`config.mk`:
```
export PLATFORM = sky130hd
export DESIGN_NAME = fbl_boot_loader
export DESIGN_NICKNAME = d
export VERILOG_FILES = /design/src/hw/fbl_pkg.sv /design/src/hw/fbl_boot_loader.sv
export SDC_FILE = /design/constraint.sdc
export NUM_CORES = 1
export LEC_CHECK = 0
export ABC_CLOCK_PERIOD_IN_PS = 7090
export BUFFER_PORTS_ARGS = -buffer_cell sky130_fd_sc_hd__buf_2
export CORE_MARGIN = 2
export CORE_UTILIZATION = 35
export DETAILED_ROUTE_END_ITERATION = 8
export GPL_ROUTABILITY_DRIVEN = 0
export HOLD_SLACK_MARGIN = 0.08
export PLACE_DENSITY = 0.55
export SETUP_SLACK_MARGIN = 0.02
export SKIP_CTS_REPAIR_TIMING = 1
export SLEW_MARGIN = 15
export SYNTH_ARGS = -nofsm -noshare
export SYNTH_HDL_FRONTEND = slang
export SYNTH_SLANG_ARGS = --single-unit
```
`constraint.sdc`:
```
create_clock -name ref_clk -period 7.09 [get_ports ref_clk]
set_clock_uncertainty 0.05 [all_clocks]
set_input_delay 0.3545 -clock ref_clk [delete_from_list [all_inputs] [get_ports ref_clk]]
set_output_delay 0.3545 -clock ref_clk [all_outputs]
set_load 0.03 [all_outputs]
```
`src/hw/fbl_pkg.sv`:
```
// Package of constants and types for the flash boot loader block
package fbl_pkg;
   // APB register byte offsets
   localparam logic [7:0] FBL_OFS_SEL_UPPER = 8'h00;
   localparam logic [7:0] FBL_OFS_SEL_LOWER = 8'h04;
   localparam logic [7:0] FBL_OFS_CTRL = 8'h08;
   localparam logic [7:0] FBL_OFS_STATUS = 8'h0C;
   localparam logic [7:0] FBL_OFS_DIVISOR = 8'h10;
   // Reset values
   localparam logic [7:0] FBL_SEL_RST = 8'h00;
   localparam logic [15:0] FBL_DIV_RST = 16'h0001;
   // Field positions
   localparam int FBL_CTRL_SWG_BIT = 6;
   localparam int FBL_SEL_TOP_BIT = 7;
   // Handshake byte values
   localparam logic [7:0] FBL_BYTE_ADJ = 8'h00;
   localparam logic [7:0] FBL_BYTE_CONFIRM = 8'h55;
   localparam logic [7:0] FBL_BYTE_OK = 8'hAA;
   localparam logic [7:0] FBL_BYTE_FAIL = 8'hFF;
   // RAM layout of the downloaded program
   localparam logic [23:0] FBL_RAM_BASE = 24'hFFE080;
   localparam logic [23:0] FBL_RAM_ENTRY = 24'hFFE088;
   localparam logic [15:0] FBL_ID_LEN = 16'h0008;
   // Timing: ready delay after reset, in states (clock cycles)
   localparam int FBL_READY_STATES = 100;
   localparam logic [15:0] FBL_READY_CYC = 16'(FBL_READY_STATES);
   // Least reset hold that ends boot mode, in states
   localparam int FBL_RST_HOLD_STATES = 20;
   // Bits low in one zero byte: start plus eight data bits
   localparam logic [3:0] FBL_LOW_BITS_LAST = 4'h8;
   // Frame length: start, eight data, stop
   localparam logic [3:0] FBL_FRAME_LAST = 4'h9;
   // Loader states, one-hot
   typedef enum logic [12:0] {
      FBL_ST_RESET = 13'h0001,
      FBL_ST_USER = 13'h0002,
      FBL_ST_MEASURE = 13'h0004,
      FBL_ST_SEND_ADJ = 13'h0008,
      FBL_ST_WAIT_CONF = 13'h0010,
      FBL_ST_LEN_HI = 13'h0020,
      FBL_ST_LEN_LO = 13'h0040,
      FBL_ST_DATA = 13'h0080,
      FBL_ST_CHECK = 13'h0100,
      FBL_ST_ERASE = 13'h0200,
      FBL_ST_RESULT = 13'h0400,
      FBL_ST_JUMP = 13'h0800,
      FBL_ST_ABORT = 13'h1000
   } fbl_state_t;
endpackage

```
`src/hw/fbl_boot_loader.sv`:
```
// Flash erase-block selection, mode decode and serial boot loader
`timescale 1ns/1ps
module fbl_boot_loader
   import fbl_pkg::*;
#(
   parameter logic [63:0] ID_CODE = 64'h0123_4567_89AB_CDEF // Arbitrary value
) (
   input wire logic ref_clk,
   input wire logic rst,
   input wire logic psel,
   input wire logic penable,
   input wire logic pwrite,
   input wire logic [7:0] paddr,
   input wire logic [31:0] pwdata,
   output logic [31:0] prdata,
   output logic pready,
   output logic pslverr,
   input wire logic mode_pin_hi,
   input wire logic mode_pin_lo,
   input wire logic boot_sel_pin_2,
   input wire logic boot_sel_pin_1,
   input wire logic boot_sel_pin_0,
   input wire logic boot_rx_line,
   output logic boot_tx_line,
   input wire logic low_power_mode,
   input wire logic watchdog_overflow,
   input wire logic flash_all_ones,
   output logic erase_req,
   input wire logic erase_done,
   input wire logic erase_fail,
   input wire logic flash_op_busy,
   output logic irq_mask,
   input wire logic [15:0] flash_rd_addr,
   input wire logic flash_rd_word,
   input wire logic [15:0] flash_array_data,
   output logic [15:0] flash_rd_data,
   output logic flash_rd_blocked,
   output logic cpu_normal_mode,
   output logic [7:0] rom_size_kb,
   output logic boot_mode,
   output logic ram_we,
   output logic [23:0] ram_addr,
   output logic [7:0] ram_wdata,
   output logic rx_on,
   output logic tx_on,
   output logic [15:0] baud_divisor,
   output logic boot_jump,
   output logic [23:0] jump_addr
);

   // All state of the block
   typedef struct packed {
      fbl_state_t st;
      logic [5:0] sync1; // First synchroniser stage
      logic [5:0] sync2; // Second synchroniser stage
      logic [15:0] wait_cnt; // Reset delay counter
      logic boot; // Latched boot mode
      logic normal; // Latched normal mode
      logic [7:0] sel_lower; // Erase-block select
      logic swg; // Soft write gate
      logic [15:0] div; // Baud divisor
      logic [3:0] sub9; // Low-time sub counter
      logic [15:0] acc; // Measured bit period
      logic measuring; // Low period in progress
      logic rx_busy;
      logic [15:0] rx_cnt;
      logic [3:0] rx_bit;
      logic [7:0] rx_sh;
      logic rx_valid; // One-cycle byte pulse
      logic tx_busy;
      logic [15:0] tx_cnt;
      logic [3:0] tx_bit;
      logic [9:0] tx_sh;
      logic tx_line;
      logic serial_en;
      logic [15:0] len;
      logic [15:0] idx;
      logic id_ok;
      logic ram_we;
      logic [23:0] ram_addr;
      logic [7:0] ram_wdata;
      logic erase_req;
      logic irq_mask;
      logic jump;
      logic [15:0] frd;
      logic [31:0] prdata;
      logic pslverr;
   } fbl_reg_t;

   fbl_reg_t cur_ff;
   fbl_reg_t nxt_ff;
   logic rx_s; // Synchronised receive line
   logic tx_go; // Start a transmit this cycle
   logic [7:0] tx_byte; // Byte to transmit
   logic [7:0] wsel; // Candidate select value
   logic acc_en; // APB access phase

   assign rx_s = cur_ff.sync2[0];
   assign acc_en = psel & penable;

   // Next-state logic
   always_comb begin
      nxt_ff = cur_ff;
      tx_go = 1'b0;
      tx_byte = FBL_BYTE_ADJ;
      wsel = FBL_SEL_RST;
      nxt_ff.rx_valid = 1'b0;
      nxt_ff.ram_we = 1'b0;
      nxt_ff.jump = 1'b0;
      nxt_ff.pslverr = 1'b0;
      // Pin synchronisers
      nxt_ff.sync1 = {boot_sel_pin_2, boot_sel_pin_1, boot_sel_pin_0,
                      mode_pin_hi, mode_pin_lo, boot_rx_line};
      nxt_ff.sync2 = cur_ff.sync1;

      // Receiver, sampling mid-bit
      if (!cur_ff.serial_en || !cur_ff.rx_busy) begin
         if (cur_ff.serial_en && !rx_s && !cur_ff.st[2]) begin
            nxt_ff.rx_busy = 1'b1;
            nxt_ff.rx_cnt = {1'b0, cur_ff.div[15:1]};
            nxt_ff.rx_bit = 4'h0;
         end
      end else if (cur_ff.rx_cnt != 16'h0000) begin
         nxt_ff.rx_cnt = cur_ff.rx_cnt - 16'h0001;
      end else begin
         nxt_ff.rx_cnt = cur_ff.div - 16'h0001;
         nxt_ff.rx_bit = cur_ff.rx_bit + 4'h1;
         if (cur_ff.rx_bit == 4'h0 && rx_s) begin
            // False start
            nxt_ff.rx_busy = 1'b0;
         end else if (cur_ff.rx_bit == FBL_FRAME_LAST) begin
            // Stop bit; no parity bit in the frame
            nxt_ff.rx_busy = 1'b0;
            nxt_ff.rx_valid = rx_s;
         end else if (cur_ff.rx_bit != 4'h0) begin
            nxt_ff.rx_sh = {rx_s, cur_ff.rx_sh[7:1]};
         end
      end

      // Transmitter shift
      if (cur_ff.tx_busy) begin
         if (cur_ff.tx_cnt != 16'h0000) begin
            nxt_ff.tx_cnt = cur_ff.tx_cnt - 16'h0001;
         end else if (cur_ff.tx_bit == FBL_FRAME_LAST) begin
            nxt_ff.tx_busy = 1'b0;
            nxt_ff.tx_line = 1'b1;
         end else begin
            nxt_ff.tx_cnt = cur_ff.div - 16'h0001;
            nxt_ff.tx_bit = cur_ff.tx_bit + 4'h1;
            nxt_ff.tx_sh = {1'b1, cur_ff.tx_sh[9:1]};
            nxt_ff.tx_line = cur_ff.tx_sh[1];
         end
      end

      // Loader sequence
      case (cur_ff.st)
         FBL_ST_RESET: begin
            nxt_ff.wait_cnt = cur_ff.wait_cnt + 16'h0001;
            if (cur_ff.wait_cnt == FBL_READY_CYC - 16'h0001) begin
               // Straps latched once synchronisers settled
               nxt_ff.normal = cur_ff.sync2[2] & cur_ff.sync2[1];
               nxt_ff.boot = ~cur_ff.sync2[2] & ~cur_ff.sync2[1]
                             & (&cur_ff.sync2[5:3]);
               if (~cur_ff.sync2[2] & ~cur_ff.sync2[1] & (&cur_ff.sync2[5:3])) begin
                  nxt_ff.st = FBL_ST_MEASURE;
                  nxt_ff.serial_en = 1'b1;
               end else begin
                  nxt_ff.st = FBL_ST_USER;
               end
            end
         end
         FBL_ST_MEASURE: begin
            // Low time of a zero byte spans nine bits
            if (!rx_s) begin
               nxt_ff.measuring = 1'b1;
               if (cur_ff.sub9 == FBL_LOW_BITS_LAST) begin
                  nxt_ff.sub9 = 4'h0;
                  nxt_ff.acc = cur_ff.acc + 16'h0001;
               end else begin
                  nxt_ff.sub9 = cur_ff.sub9 + 4'h1;
               end
            end else if (cur_ff.measuring) begin
               nxt_ff.div = (cur_ff.acc == 16'h0000) ? FBL_DIV_RST : cur_ff.acc;
               nxt_ff.st = FBL_ST_SEND_ADJ;
            end
         end
         FBL_ST_SEND_ADJ: begin
            if (!cur_ff.tx_busy) begin
               tx_go = 1'b1;
               tx_byte = FBL_BYTE_ADJ;
               nxt_ff.st = FBL_ST_WAIT_CONF;
            end
         end
         FBL_ST_WAIT_CONF: begin
            // Trailing zero bytes are dropped here
            if (cur_ff.rx_valid && cur_ff.rx_sh == FBL_BYTE_CONFIRM) begin
               tx_go = 1'b1;
               tx_byte = FBL_BYTE_OK;
               nxt_ff.st = FBL_ST_LEN_HI;
            end
         end
         FBL_ST_LEN_HI: begin
            if (cur_ff.rx_valid) begin
               tx_go = 1'b1;
               tx_byte = cur_ff.rx_sh;
               nxt_ff.len = {cur_ff.rx_sh, 8'h00};
               nxt_ff.st = FBL_ST_LEN_LO;
            end
         end
         FBL_ST_LEN_LO: begin
            if (cur_ff.rx_valid) begin
               tx_go = 1'b1;
               tx_byte = cur_ff.rx_sh;
               nxt_ff.len = {cur_ff.len[15:8], cur_ff.rx_sh};
               nxt_ff.idx = 16'h0000;
               nxt_ff.id_ok = 1'b1;
               nxt_ff.ram_addr = FBL_RAM_BASE;
               if ({cur_ff.len[15:8], cur_ff.rx_sh} == 16'h0000) begin
                  nxt_ff.st = FBL_ST_CHECK;
               end else begin
                  nxt_ff.st = FBL_ST_DATA;
               end
            end
         end
         FBL_ST_DATA: begin
            if (cur_ff.rx_valid) begin
               tx_go = 1'b1;
               tx_byte = cur_ff.rx_sh;
               nxt_ff.ram_we = 1'b1;
               nxt_ff.ram_wdata = cur_ff.rx_sh;
               nxt_ff.ram_addr = FBL_RAM_BASE + {8'h00, cur_ff.idx};
               nxt_ff.idx = cur_ff.idx + 16'h0001;
               // Identity bytes compared most significant first
               if (cur_ff.idx < FBL_ID_LEN &&
                   cur_ff.rx_sh != ID_CODE[8'(63 - 8 * cur_ff.idx) -: 8]) begin
                  nxt_ff.id_ok = 1'b0;
               end
               if (cur_ff.idx == cur_ff.len - 16'h0001) begin
                  nxt_ff.st = FBL_ST_CHECK;
               end
            end
         end
         FBL_ST_CHECK: begin
            // Later received bytes fall on no state that takes them
            if (!cur_ff.id_ok || cur_ff.len < FBL_ID_LEN) begin
               nxt_ff.id_ok = 1'b0;
               nxt_ff.st = FBL_ST_RESULT;
            end else if (!flash_all_ones) begin
               nxt_ff.erase_req = 1'b1;
               nxt_ff.st = FBL_ST_ERASE;
            end else begin
               nxt_ff.st = FBL_ST_RESULT;
            end
         end
         FBL_ST_ERASE: begin
            if (erase_fail) begin
               nxt_ff.erase_req = 1'b0;
               nxt_ff.id_ok = 1'b0;
               nxt_ff.st = FBL_ST_RESULT;
            end else if (erase_done) begin
               nxt_ff.erase_req = 1'b0;
               nxt_ff.st = FBL_ST_RESULT;
            end
         end
         FBL_ST_RESULT: begin
            if (!cur_ff.tx_busy) begin
               tx_go = 1'b1;
               tx_byte = cur_ff.id_ok ? FBL_BYTE_OK : FBL_BYTE_FAIL;
               nxt_ff.st = cur_ff.id_ok ? FBL_ST_JUMP : FBL_ST_ABORT;
            end
         end
         FBL_ST_JUMP: begin
            // Wait for the status byte to leave, then stop serial
            if (!cur_ff.tx_busy) begin
               nxt_ff.serial_en = 1'b0;
               nxt_ff.rx_busy = 1'b0;
               nxt_ff.tx_line = 1'b1;
               nxt_ff.jump = 1'b1;
               nxt_ff.st = FBL_ST_USER;
            end
         end
         FBL_ST_ABORT: begin
            nxt_ff.st = FBL_ST_ABORT;
         end
         default: begin
            nxt_ff.st = cur_ff.st;
         end
      endcase

      // Watchdog overflow leaves boot mode
      if (watchdog_overflow) begin
         nxt_ff.boot = 1'b0;
         nxt_ff.serial_en = 1'b0;
         nxt_ff.erase_req = 1'b0;
         nxt_ff.tx_busy = 1'b0;
         nxt_ff.tx_line = 1'b1;
         nxt_ff.st = FBL_ST_USER;
         tx_go = 1'b0;
      end

      // Transmit start
      if (tx_go) begin
         nxt_ff.tx_busy = 1'b1;
         nxt_ff.tx_bit = 4'h0;
         nxt_ff.tx_cnt = cur_ff.div - 16'h0001;
         nxt_ff.tx_sh = {1'b1, tx_byte, 1'b0};
         nxt_ff.tx_line = 1'b0;
      end

      // Interrupt mask while erasing or while a flash operation is busy
      nxt_ff.irq_mask = nxt_ff.erase_req | flash_op_busy;

      // Flash read path, even byte on upper lanes
      if (nxt_ff.irq_mask) begin
         nxt_ff.frd = 16'h0000;
      end else if (flash_rd_word) begin
         nxt_ff.frd = flash_array_data;
      end else if (!flash_rd_addr[0]) begin
         nxt_ff.frd = {8'h00, flash_array_data[15:8]};
      end else begin
         nxt_ff.frd = {8'h00, flash_array_data[7:0]};
      end

      // APB: read data and error load at setup, so they stand at the access edge
      if (psel) begin
         nxt_ff.prdata = 32'h0000_0000;
         if (paddr == FBL_OFS_SEL_UPPER) begin
            nxt_ff.prdata = 32'h0000_0000;
         end else if (paddr == FBL_OFS_SEL_LOWER) begin
            nxt_ff.prdata = {24'h000000, cur_ff.sel_lower};
            if (acc_en && pwrite && cur_ff.swg) begin
               wsel = pwdata[7:0];
               if (cur_ff.normal) begin
                  wsel[FBL_SEL_TOP_BIT] = 1'b0;
               end
               nxt_ff.sel_lower = ((wsel & (wsel - 8'h01)) != 8'h00) ? FBL_SEL_RST : wsel;
            end
         end else if (paddr == FBL_OFS_CTRL) begin
            nxt_ff.prdata = 32'(cur_ff.swg) << FBL_CTRL_SWG_BIT;
            if (acc_en && pwrite) begin
               nxt_ff.swg = pwdata[FBL_CTRL_SWG_BIT];
            end
         end else if (paddr == FBL_OFS_STATUS) begin
            nxt_ff.prdata = {12'h000, cur_ff.irq_mask, cur_ff.id_ok, cur_ff.serial_en,
                             cur_ff.normal, cur_ff.boot, 2'b00, 13'(cur_ff.st)};
         end else if (paddr == FBL_OFS_DIVISOR) begin
            nxt_ff.prdata = {16'h0000, cur_ff.div};
         end else begin
            nxt_ff.pslverr = ~penable;
         end
      end

      // Select register clears; gate-off and low power win
      if (!nxt_ff.swg || low_power_mode) begin
         nxt_ff.sel_lower = FBL_SEL_RST;
      end
   end

   // State register
   always_ff @(posedge ref_clk or posedge rst) begin
      if (rst) begin
         cur_ff <= '0;
         cur_ff.st <= FBL_ST_RESET;
         cur_ff.sync1 <= 6'h3F;
         cur_ff.sync2 <= 6'h3F;
         cur_ff.sel_lower <= FBL_SEL_RST;
         cur_ff.div <= FBL_DIV_RST;
         cur_ff.tx_line <= 1'b1;
      end else begin
         cur_ff <= nxt_ff;
      end
   end

   // Outputs
   assign pready = 1'b1;
   assign prdata = cur_ff.prdata;
   assign pslverr = cur_ff.pslverr;
   assign boot_tx_line = cur_ff.tx_line;
   assign erase_req = cur_ff.erase_req;
   assign irq_mask = cur_ff.irq_mask;
   assign flash_rd_data = cur_ff.frd;
   assign flash_rd_blocked = cur_ff.irq_mask;
   assign cpu_normal_mode = cur_ff.normal;
   assign rom_size_kb = cur_ff.normal ? 8'h38 : 8'h40;
   assign boot_mode = cur_ff.boot;
   assign ram_we = cur_ff.ram_we;
   assign ram_addr = cur_ff.ram_addr;
   assign ram_wdata = cur_ff.ram_wdata;
   assign rx_on = cur_ff.serial_en;
   assign tx_on = cur_ff.serial_en;
   assign baud_divisor = cur_ff.div;
   assign boot_jump = cur_ff.jump;
   assign jump_addr = FBL_RAM_ENTRY;

endmodule // fbl_boot_loader

```
==> run metrics <==
status=finished clean; Hold Crit Class=in2reg; post-synth top area share=42.15%; share of the cycle needed by the critical path after routing=60.26%; first-pass GRT wire length=58020 um; leak pwr=7.313 nW; dpl ws=2.964 ns; Avg Synthesized Cell Area=9.145 um^2; worst skew pair latency=0.57 ns; DRC=0; P_int=2.665 mW; Max VDD drop=0.1520 mV; Post-synth top flop=dfrtp_1; setup tns final=0 ns; dpl cells=2053; Yosys cell types=78; Tmin final=4.273 ns; Final Hold Fails=0; Post-Layout Cell Count=2139; synth top area cells=dfrtp_1 (42%), buf_4 (7.1%), nand2_1 (5.5%); gr usage total=17.09%; vias=11090; drt via density=5.185; worst setup path start=cur_ff[164]$_DFFE_PP0P_; DRT Wirelength=36180 um; row count=73; crit-path max cell delay=0.74 ns; Tot Pwr=3.447 mW; Syn Inst Count=1532; Post-Syn Area=14010 um^2; die area=41640 um^2; Die Y=204.1 um; worst reg2reg endpoint=cur_ff[159]$_DFFE_PP0P_; Final Slew Violations=0; # port buffers=149; CP Capture Type=flop; Area Overhead vs Synth=12.96%; max cap viols=0; cell breakdown of the critical path=inv_1, ha_1, nor3b_1, nand2_1, nor4b_1, and2_1, nand3_1, nor2_1, mux2_2; Clock transition at path regs=0.06 ns; post-route cell area=15830 um^2; CTS tree=done; nets=1698; setup ws final=2.817 ns; FFs w/ async S/R, synth=100.0%; clk sinks=251; pwr/cell area=217.8 nW/um^2; largest fanout on the critical path=12; vias in the first global route=10430; register area share after synthesis=44.97%; Sw Share=22.66%; RSZ-0062 raised after global routing=false; worst reg-to-reg setup slack=2.82 ns; remaining antenna violation count=0; initial DRC count=676; number of synthesized flops with an enable pin=0; antenna violations before repair=1; worst slew pin tran=1.041 ns; Worst slew margin=30.59%; Reg-to-Reg Start=cur_ff[164]$_DFFE_PP0P_; Crit path required time=7.48 ns; Yosys top cell by area=dfrtp_1; Die X=204.1 um; fmax=234.0 MHz; Initial Util=35.34%; I/O pin count=230; Clock Tree Root=clkbuf_16; Logic pwr share=6.0%; clock share of power=51.2%; wire per inst=16.92 um; Yosys Warn Count=0; CP startpoint kind=flop; H-tree levels=1; Seq pwr share=42.9%; CTS max path bufs=3; layout cell share with drive strength beyond 1=16.74%; Hold Crit Endpoint=cur_ff[220]$_DFFE_PP0P_; WHS Path Cells=3; core area=39640 um^2; Worst Path Buf+Inv=1; Sw Pwr=0.7811 mW; flops & latches, synth=251; critical path type=reg2reg; crit path DAT=4.66 ns; Finish-stage setup viols=0; placed inst area=14370 um^2; R2R cell count=9; hold_sp=pwdata[1]; top cell family by delay on the critical path=simple AND/OR/NAND/NOR gates; Initial DRT Pass Iterations=5; largest net degree at the start of global routing=140; Slowest cell on crit path=nor4b_1; post-DP HPWL=25230 um; cts bufs inserted=29; grt ovf=0; Fill cells=3977
-- area by class of cell --
type / count / area (um^2) / area share, %
tap: 525 / 656.9 / 4.151
inverter: 50 / 191.4 / 1.210
clock inverter: 17 / 319.1 / 2.016
multi-input combinational: 1068 / 6396 / 40.42
sequential: 251 / 6300 / 39.81
clock buffer: 37 / 815.8 / 5.155
antenna: 1 / 2.502 / 0.01581
timing repair buffer: 190 / 1144 / 7.226
-- cells by family after synthesis --
logic type | after synthesis | synth area share (%)
and+or+nand+nor | 565 | 19.61
AOI/OAI and AO/OA | 314 | 14.53
buffers and inverters | 252 | 10.51
DFF | 251 | 44.97
xor gates and xnor gates | 89 | 5.564
muxes | 39 | 3.010
adders and majority gates | 20 | 1.751
other | 2 | 0.05361
-- layout by cell type (no fill, tap or decap), types with 6 or more instances in the layout --
master,instances
dfrtp_1,236
nand2_1,204
buf_2,149
nor2_1,113
o21ai_0,100
a21oi_1,56
xnor2_1,53
inv_1,47
conb_1,41
nor3_1,39
nand3_1,38
xor2_1,36
dlygate4sd3_1,31
a22oi_1,30
clkbuf_16,29
nand4_1,25
mux2_2,25
nor4_1,22
and3_1,20
ha_1,18
a22o_1,17
o22ai_1,15
dfstp_2,15
and2_1,14
mux2i_1,14
a211oi_1,14
nand2b_1,13
a31oi_1,12
nor2b_1,11
nand3b_1,10
o31ai_1,9
bufinv_16,9
buf_4,9
or3_1,8
nor4b_1,8
nor3b_1,8
or4_1,7
a221o_1,7
clkbuf_8,6
-- stage by stage --
step	utilization [%]	hold slack (ns)
finish	39.92	0.03954
global route	39.92	0.08857
CTS	39.12	-0.1963
detailed placement	36.25	0.2972
global placement	36.24	0.2961
floorplan	-	0.2952
-- layer usage --
layer	GRT usage, %	wire length, um	up-vias	part of all wire (%)
met3	2.790	1795	49	5.0
met1	24.24	16880	5407	47
met2	27.09	16860	291	47
li1	-	-	5344	-
met5	0	0	-	0
met4	4.477	639	0	1.8
-- power by group through the flow --
stage | Clock, mW | Combinational [mW] | Sequential, mW
finish | 1.76 | 0.206 | 1.48
global route | 1.87 | 0.230 | 1.48
floorplan | 0 | 0.166 | 1.50
CTS | 1.80 | 0.194 | 1.48
global placement | 0 | 0.191 | 1.50
detailed placement | 0 | 0.194 | 1.50
-- cell usage after synthesis, types with 4 or more instances --
library cell,count
mux2_2,25
a221o_1,7
o31a_1,5
clkbuf_1,61
dfstp_2,15
a32oi_1,4
o31ai_1,9
nor2b_1,11
nor2_1,115
a211oi_1,14
and3_1,20
ha_1,18
mux2i_1,14
nand4b_1,5
a31oi_1,12
or2_2,4
a22o_1,17
a32o_1,4
a22oi_1,30
o21ai_0,100
buf_1,5
nand3b_1,10
xor2_1,36
nor3_1,39
nand4_1,25
or4_1,7
and2_1,14
nand2b_1,13
inv_1,48
nand2_1,204
nor4b_1,8
o22ai_1,15
a221oi_1,4
nand3_1,38
buf_4,132
nor4_1,22
dfrtp_1,236
xnor2_1,53
a21oi_1,57
or3_1,8
nor3b_1,8
-- tightest hold or removal path: stages --
cell and delay (ns):
buf_2 0.09, a22oi_1 0.06, nor2_1 0.09
-- worst max path at each step --
stage,cells after the start,endpoint,slack [ns]
after floorplan,11,cur_ff[268]$_DFFE_PP0P_,3.38
after global placement,8,cur_ff[136]$_DFFE_PP0P_,3.00
after detailed placement,9,cur_ff[159]$_DFFE_PP0P_,2.96
after CTS,9,cur_ff[159]$_DFFE_PP0P_,2.94
after global routing,9,cur_ff[159]$_DFFE_PP0P_,2.46
final,9,cur_ff[159]$_DFFE_PP0P_,2.82
-- state kept, by name (all words and copies together), names as in the netlist --
| register | flops |
|---|---|
| rx_on | 1 |
| cpu_normal_mode | 1 |
| flash_rd_blocked | 1 |
| ram_wdata | 8 |
| flash_rd_data | 16 |
| erase_req | 1 |
| prdata | 20 |
| boot_tx_line | 1 |
| baud_divisor | 16 |
| boot_mode | 1 |
| ram_we | 1 |
| pslverr | 1 |
| ram_addr | 18 |
| cur_ff | 164 |
| boot_jump | 1 |
Power figures use the tool's default switching activity.
